## src/include/itt_defs.svh

```systemverilog
// Offsets, field positions, reset values and counts of the idle interval timer
`ifndef ITT_DEFS_SVH
`define ITT_DEFS_SVH

`define ITT_ADDR_W 12
`define ITT_ADDR_MODE 12'h000
`define ITT_ADDR_ICTL 12'h004
`define ITT_ADDR_STAT 12'h008
`define ITT_ADDR_MASK 12'h00c

`define ITT_MODE_RST 8'h40
`define ITT_RESERVED_BIT_BIT 3
`define ITT_CSEL_BIT 4
`define ITT_DUAL_CLK_ENABLE_BIT 5
`define ITT_HIGH_OSC_ON_BIT 6
`define ITT_LOW_OSC_ON_BIT 7

`define ITT_EN_BIT 4
`define ITT_PND_BIT 5
`define ITT_GIE_BIT 0

`define ITT_EV_W 3
`define ITT_EV_INTERVAL 0
`define ITT_EV_START 1
`define ITT_EV_RSTREQ 2
`define ITT_EV_RST 3'h0
`define ITT_MASK_RST 3'h0

`define ITT_CNT_W 16
`define ITT_CNT_RST 16'h0000
`define ITT_TAP_BASE 11
`define ITT_TAP_N 5
`define ITT_SEL_MAX 3'h4
`define ITT_SEL_RST 3'h0
`define ITT_WDOG_TAP 4
`define ITT_START_TAP 0

`define ITT_DIV_W 4
`define ITT_DIV_LAST 4'h9

`endif

```

## src/include/itt_pkg.sv

```systemverilog
// Types of the idle interval timer
package itt_pkg;

  typedef enum logic {ITT_ST_IDLE, ITT_ST_WAIT} itt_start_t;

  typedef struct packed {
    logic [15:0] cnt;
    logic [7:0] mode;
    logic slow;
    logic pnd;
    logic en;
    logic global_irq_enable;
    logic [2:0] stat;
    logic [2:0] mask;
    itt_start_t st;
    logic pready;
    logic pslverr;
    logic [31:0] prdata;
    logic irq;
    logic int_req;
    logic wake;
    logic wdog;
    logic start_done;
    logic rst_req;
  } itt_state_t;

  typedef struct packed {
    logic [3:0] cnt;
    logic tick;
  } itt_div_state_t;

  typedef struct packed {
    logic samp;
    logic prev;
    logic tick;
  } itt_edge_state_t;

endpackage

```

## src/logic/itt_hs_div.sv

```systemverilog
// Divide-by-ten instruction-cycle tick, stopped while not running
`timescale 1ns/1ps
`default_nettype none
`include "itt_defs.svh"

module itt_hs_div (
  input wire logic i_core_clk,
  input wire logic i_resetn,
  input wire logic i_run,
  output logic o_tick
);

  itt_pkg::itt_div_state_t q;
  itt_pkg::itt_div_state_t d;

  always_comb begin
    d = q;
    d.tick = i_run && (q.cnt == `ITT_DIV_LAST);
    if (!i_run) begin
      // Held still, saves power in slow modes
      d.cnt = '0;
    end else if (q.cnt == `ITT_DIV_LAST) begin
      d.cnt = '0;
    end else begin
      d.cnt = q.cnt + 4'h1;
    end
  end

  always_ff @(posedge i_core_clk) begin
    if (!i_resetn) begin
      q <= '0;
    end else begin
      q <= d;
    end
  end

  assign o_tick = q.tick;

endmodule
`default_nettype wire

```

## src/logic/itt_lf_edge.sv

```systemverilog
// Rising-edge tick from the low-frequency clock input
`timescale 1ns/1ps
`default_nettype none

module itt_lf_edge (
  input wire logic i_core_clk,
  input wire logic i_resetn,
  input wire logic i_run,
  input wire logic i_lf_clk,
  output logic o_tick
);

  itt_pkg::itt_edge_state_t q;
  itt_pkg::itt_edge_state_t d;

  always_comb begin
    d = q;
    d.samp = i_lf_clk;
    d.prev = q.samp;
    d.tick = i_run && q.samp && !q.prev;
  end

  always_ff @(posedge i_core_clk) begin
    if (!i_resetn) begin
      q <= '0;
    end else begin
      q <= d;
    end
  end

  assign o_tick = q.tick;

endmodule
`default_nettype wire

```

## src/logic/itt_top.sv

```systemverilog
// Idle interval timer with APB registers, interrupt logic and start-up delay
//
// Chosen here: the APB slave port and the register offsets.
`timescale 1ns/1ps
`default_nettype none
`include "itt_defs.svh"

module itt_top (
  input wire logic i_core_clk,
  input wire logic i_resetn,
  input wire logic [11:0] i_paddr,
  input wire logic i_psel,
  input wire logic i_penable,
  input wire logic i_pwrite,
  input wire logic [31:0] i_pwdata,
  output logic [31:0] o_prdata,
  output logic o_pready,
  output logic o_pslverr,
  input wire logic i_lf_clk,
  input wire logic i_startup_req,
  output logic o_irq,
  output logic o_interval_irq,
  output logic o_port_g6_clr,
  output logic o_wdog_tick,
  output logic o_startup_done,
  output logic o_reset_req,
  output logic o_slow_mode
);

  itt_pkg::itt_state_t q;
  itt_pkg::itt_state_t d;

  logic hs_tick;
  logic lf_tick;
  logic tick;
  logic [`ITT_TAP_N-1:0] uf_vec;
  logic interval_ev;
  logic [2:0] sel;
  logic setup_cyc;
  logic done_cyc;
  logic hit_mode;
  logic hit_ictl;
  logic hit_stat;
  logic hit_mask;
  logic wr_mode;
  logic wr_ictl;
  logic wr_mask;
  logic rd_stat_clr;
  logic rst_ev;
  logic start_ev;
  logic [`ITT_EV_W-1:0] ev;

  // Divider stops whenever the low clock is in use
  itt_hs_div u_hs_div (
    .i_core_clk(i_core_clk),
    .i_resetn(i_resetn),
    .i_run(!q.slow),
    .o_tick(hs_tick)
  );

  itt_lf_edge u_lf_edge (
    .i_core_clk(i_core_clk),
    .i_resetn(i_resetn),
    .i_run(q.slow),
    .i_lf_clk(i_lf_clk),
    .o_tick(lf_tick)
  );

  // Core clock is the doubled oscillator, so a tenth of it is one fifth of the oscillator
  assign tick = q.slow ? lf_tick : hs_tick;

  // A tap bit underflows when it and every bit below it are zero as a tick lands
  for (genvar g = 0; g < `ITT_TAP_N; g++) begin : g_tap
    assign uf_vec[g] = tick && (q.cnt[`ITT_TAP_BASE+g:0] == '0);
  end

  assign sel = q.mode[2:0];
  // Reserved codes produce no interval event; start-up and watchdog taps still fire
  assign interval_ev = (sel <= `ITT_SEL_MAX) ? uf_vec[sel] : 1'b0;

  assign setup_cyc = i_psel && i_penable && !q.pready;
  assign done_cyc = i_psel && i_penable && q.pready;
  assign hit_mode = (i_paddr == `ITT_ADDR_MODE);
  assign hit_ictl = (i_paddr == `ITT_ADDR_ICTL);
  assign hit_stat = (i_paddr == `ITT_ADDR_STAT);
  assign hit_mask = (i_paddr == `ITT_ADDR_MASK);
  assign wr_mode = done_cyc && i_pwrite && hit_mode;
  assign wr_ictl = done_cyc && i_pwrite && hit_ictl;
  assign wr_mask = done_cyc && i_pwrite && hit_mask;
  // Cleared as the snapshot is taken, so nothing arrives unseen in between
  assign rd_stat_clr = setup_cyc && !i_pwrite && hit_stat;
  assign rst_ev = wr_mode && (i_pwdata[7:4] == 4'h0);
  assign start_ev = (q.st == itt_pkg::ITT_ST_WAIT) && uf_vec[`ITT_START_TAP];
  assign ev = {rst_ev, start_ev, interval_ev};

  always_comb begin
    d = q;
    // Counter itself is never on the bus
    d.cnt = tick ? q.cnt - 16'h0001 : q.cnt;

    if (wr_mode) begin
      d.mode = i_pwdata[7:0];
      // Reserved bit kept at zero whatever is written
      d.mode[`ITT_RESERVED_BIT_BIT] = 1'b0;
    end
    d.slow = d.mode[`ITT_CSEL_BIT] || d.mode[`ITT_DUAL_CLK_ENABLE_BIT];

    if (wr_ictl) begin
      d.en = i_pwdata[`ITT_EN_BIT];
      d.global_irq_enable = i_pwdata[`ITT_GIE_BIT];
    end
    // Writing zero clears, writing one leaves it; a new event wins the tie
    d.pnd = interval_ev || (q.pnd && !(wr_ictl && !i_pwdata[`ITT_PND_BIT]));
    d.int_req = d.pnd && d.en && d.global_irq_enable;

    if (wr_mask) begin
      d.mask = i_pwdata[`ITT_EV_W-1:0];
    end
    d.stat = ev | (rd_stat_clr ? `ITT_EV_RST : q.stat);
    d.irq = |(d.stat & d.mask);

    d.wake = interval_ev;
    d.wdog = uf_vec[`ITT_WDOG_TAP];
    d.rst_req = rst_ev;
    d.start_done = start_ev;

    case (q.st)
      itt_pkg::ITT_ST_IDLE: begin
        if (i_startup_req) begin
          d.st = itt_pkg::ITT_ST_WAIT;
        end
      end
      itt_pkg::ITT_ST_WAIT: begin
        // Start-up delay after halt or brownout rides the same counter
        if (start_ev) begin
          d.st = itt_pkg::ITT_ST_IDLE;
        end
      end
      default: begin
        d.st = itt_pkg::ITT_ST_IDLE;
      end
    endcase

    // One wait state: answer always in the second access cycle
    d.pready = setup_cyc;
    d.pslverr = 1'b0;
    if (setup_cyc) begin
      d.pslverr = !(hit_mode || hit_ictl || hit_stat || hit_mask);
      d.prdata = 32'h0000_0000;
      if (!i_pwrite) begin
        case (1'b1)
          hit_mode: d.prdata = {24'h00_0000, q.mode};
          hit_ictl: d.prdata = {26'h000_0000, q.pnd, q.en, 3'h0, q.global_irq_enable};
          hit_stat: d.prdata = {29'h0000_0000, q.stat};
          hit_mask: d.prdata = {29'h0000_0000, q.mask};
          default: d.prdata = 32'h0000_0000;
        endcase
      end
    end
  end

  always_ff @(posedge i_core_clk) begin
    if (!i_resetn) begin
      q <= '0;
      q.cnt <= `ITT_CNT_RST;
      q.mode <= `ITT_MODE_RST;
      q.stat <= `ITT_EV_RST;
      q.mask <= `ITT_MASK_RST;
      q.st <= itt_pkg::ITT_ST_IDLE;
    end else begin
      q <= d;
    end
  end

  assign o_prdata = q.prdata;
  assign o_pready = q.pready;
  assign o_pslverr = q.pslverr;
  assign o_irq = q.irq;
  assign o_interval_irq = q.int_req;
  assign o_port_g6_clr = q.wake;
  assign o_wdog_tick = q.wdog;
  assign o_startup_done = q.start_done;
  assign o_reset_req = q.rst_req;
  assign o_slow_mode = q.slow;
endmodule
`default_nettype wire

```

## config.mk

```make
export PLATFORM = sky130hd
export DESIGN_NAME = itt_top
export DESIGN_NICKNAME = d
export VERILOG_FILES = /design/src/include/itt_pkg.sv /design/src/logic/itt_hs_div.sv /design/src/logic/itt_lf_edge.sv /design/src/logic/itt_top.sv
export VERILOG_INCLUDE_DIRS = /design/src /design/src/include
export SDC_FILE = /design/constraint.sdc
export NUM_CORES = 1
export LEC_CHECK = 0
export ABC_AREA = 1
export BUFFER_PORTS_ARGS = -buffer_cell sky130_fd_sc_hd__buf_2
export CORE_MARGIN = 4
export CORE_UTILIZATION = 25
export DETAILED_ROUTE_END_ITERATION = 12
export HOLD_SLACK_MARGIN = 0.12
export PLACE_DENSITY = 0.45
export SLEW_MARGIN = 20
export SYNTH_ARGS = -nofsm -noshare
export SYNTH_HDL_FRONTEND = slang
export SYNTH_SLANG_ARGS = --single-unit
```

## constraint.sdc

```tcl
create_clock -name i_core_clk -period 3.85 [get_ports i_core_clk]
set_clock_uncertainty 0.1 [all_clocks]
set_input_delay 0.77 -clock i_core_clk [delete_from_list [all_inputs] [get_ports i_core_clk]]
set_output_delay 0.77 -clock i_core_clk [all_outputs]
set_load 0.03 [all_outputs]
```

==> impl_metrics.json <==
{
  "fin_crit_sh_pct": 58.38,
  "stdcell_count": 567,
  "grtUsageTotal_pct": 10.03,
  "antenna_found_initial": 0,
  "postCtsHoldBufs": 0,
  "die_area_sq_um": 12900,
  "yosysMostFrequentCell": "nand2_1",
  "die_y_microns": 113.6,
  "synth_edf_count": 0,
  "gp_congestion": 0.7878,
  "crit_start": "i_paddr[11]",
  "crit_arrival_ns": 2.35,
  "cts_sinks": 57,
  "finalCriticalPeriod_ns": 2.248,
  "rsz0062_at_grt": "false",
  "largest_reg_flops": 33,
  "fmax_ghz": 0.4449,
  "synth_seq_area_share_pct": 40.95,
  "die_x_microns": 113.6,
  "insertedDiodeCount": 0,
  "cts-buffers-inserted": 9,
  "critPathMaxFanout": 18,
  "cp.required_ns": 3.96,
  "drt-total-wl_microns": 6239,
  "max-slew-margin-rel_pct": 65.12,
  "grt_pass1_vias": 2198,
  "num_vias": 2336,
  "cts_max_level": 3,
  "ys.flop_type": "dfxtp_1",
  "ant_nets": 0,
  "slew_viol_final": 0,
  "worstSetupPathType": "in2reg",
  "syn_inst": 382,
  "grt_pass1_wl_microns": 10410,
  "synthesis.area_sq_um": 2786,
  "firstDrtPassIters": 4,
  "synth_area_leaders": "dfxtp_1 (41%), nand2_1 (11%), buf_4 (8.9%)",
  "synth_top_area_share_pct": 40.95,
  "root_buffer": "clkbuf_8",
  "yosysWarnings": 0,
  "drc": 0,
  "dp_hpwl_microns": 4678,
  "r2r-start": "o_pready",
  "critPathLaunchType": "input pin",
  "fin_tns_setup_ns": 0,
  "avgRoutedWirePerCell_microns": 11.00,
  "fp.coreArea_sq_um": 10890,
  "cp_slowest_cell": "nand3_1",
  "path_cells": "buf_2, nor2_1, nand2_1, nor2_4, nand3_1, o21ai_0, o21ai_1",
  "num_rows": 38,
  "hold_path_class": "reg2reg",
  "ir_drop_v": 0.0001479,
  "max_cap_violations": 0,
  "via_per_inst": 4.120,
  "p_leak_nw": 1.453,
  "max_slew.worst_pin.slew_ns": 0.5218,
  "clk_path_buf_depth": 2,
  "portBuffers": 41,
  "synth_common_cells": "nand2_1 (83), dfxtp_1 (57), inv_1 (45)",
  "min_from": "u_lf_edge.q[1]",
  "area_delta_synth_final_pct": 14.59,
  "fin_hold_ws_ns": 0.2961,
  "ys_ff_latch": 57,
  "ctsResizeCount": 0,
  "drive_gt1_share_pct": 17.80,
  "path_clk_slew_ns": 0.06,
  "hold_viol": 0,
  "dp_cells": 551,
  "finalSetupViolations": 0,
  "ioPinCount": 92,
  "endpoint_kind": "flip-flop",
  "grt-ovfl-total": 0,
  "worstSkewPairLatency_ns": 0.33,
  "cpPeakStageDelay_ns": 0.48,
  "synth.avg_cell_area_sq_um": 7.294,
  "synthArstFlopShare_pct": 0,
  "reg2reg_slack_ns": 2.04,
  "largest_register": "q",
  "layout.nets": 477,
  "grt_max_degree": 23,
  "p_per_area_nw_per_um2": 385.3,
  "synth_top_area_cell": "dfxtp_1",
  "ys_types": 36,
  "cts_tree": "yes",
  "initial_core_util_pct": 25.59,
  "outcome": "completed",
  "drt_iter0_markers": 79,
  "post_cts_buffers": 0,
  "utilization_pct": 29.33
}
==> stage by stage <==
stage	power, mW	instance area, sq um	setup WS [ns]
2_1_floorplan	0.6914	2877	1.966
3_3_place_gp	0.6988	3004	1.234
3_5_place_dp	0.6998	3004	1.223
4_1_cts	1.253	3193	1.561
5_1_grt	1.290	3193	1.356
6_report	1.230	3193	1.602
==> final timing paths <==
path / end / cells after the start
worst min-delay path: u_lf_edge.o_tick / 1
worst max-delay path: o_slow_mode / 7
worst min register to register: u_lf_edge.o_tick / 1
worst max register to register: o_slow_mode / 5
==> logic make-up after synthesis <==
family | after synthesis | share of synthesized area [%]
AND/OR/NAND/NOR | 171 | 28.33
buffers and inverters | 84 | 15.81
AO/OA/AOI/OAI | 63 | 12.35
flip-flops | 57 | 40.95
adder cells (fa/ha/maj) | 4 | 1.796
XOR/XNOR | 2 | 0.6288
other | 1 | 0.1346
==> layer usage <==
layer  wire length [microns]  vias up  GRT usage, %
met5                       0        -             0
met4                      56        0         2.163
met3                     315        6         3.767
met2                    3078       39         17.20
met1                    2788     1044         11.95
li1                        -     1247             -
==> cell usage in the layout, fill, tap and decap left out, types with 4 or more instances in the layout <==
cell type,n
ha_1,4
clkbuf_8,10
nor2_2,6
dfxtp_1,57
conb_1,25
nand2_1,83
buf_2,41
nor2_1,29
nor2_4,4
nand3_1,25
a21oi_1,31
o21ai_0,22
nand4_1,7
nor3_1,6
inv_1,45
==> final cells by class <==
type,count,area [sq um]
flip-flops and latches,57,1141
multi-input cells,265,1295
inverters,46,172.7
clock buffers,13,148.9
repair buffers,43,220.2
clock inverters,3,40.04
fillers,1228,7695
well taps,140,175.2
==> where the power goes <==
group / total, mW / leakage [nW] / internal, mW / switching (mW)
Combinational: 0.0873 / 0.895 / 0.0207 / 0.0667
Clock: 0.544 / 0.0974 / 0.315 / 0.229
Sequential: 0.599 / 0.461 / 0.595 / 0.00369
Total: 1.23 / 1.45 / 0.931 / 0.299
==> worst max-delay path: cells and delay by family <==
family / cells / cell delay (ns)
AND/OR/NAND/NOR: 4 / 1.01
AO/OA/AOI/OAI: 2 / 0.47
buffers and inverters: 1 / 0.09
(Power assumes the default switching activity.)
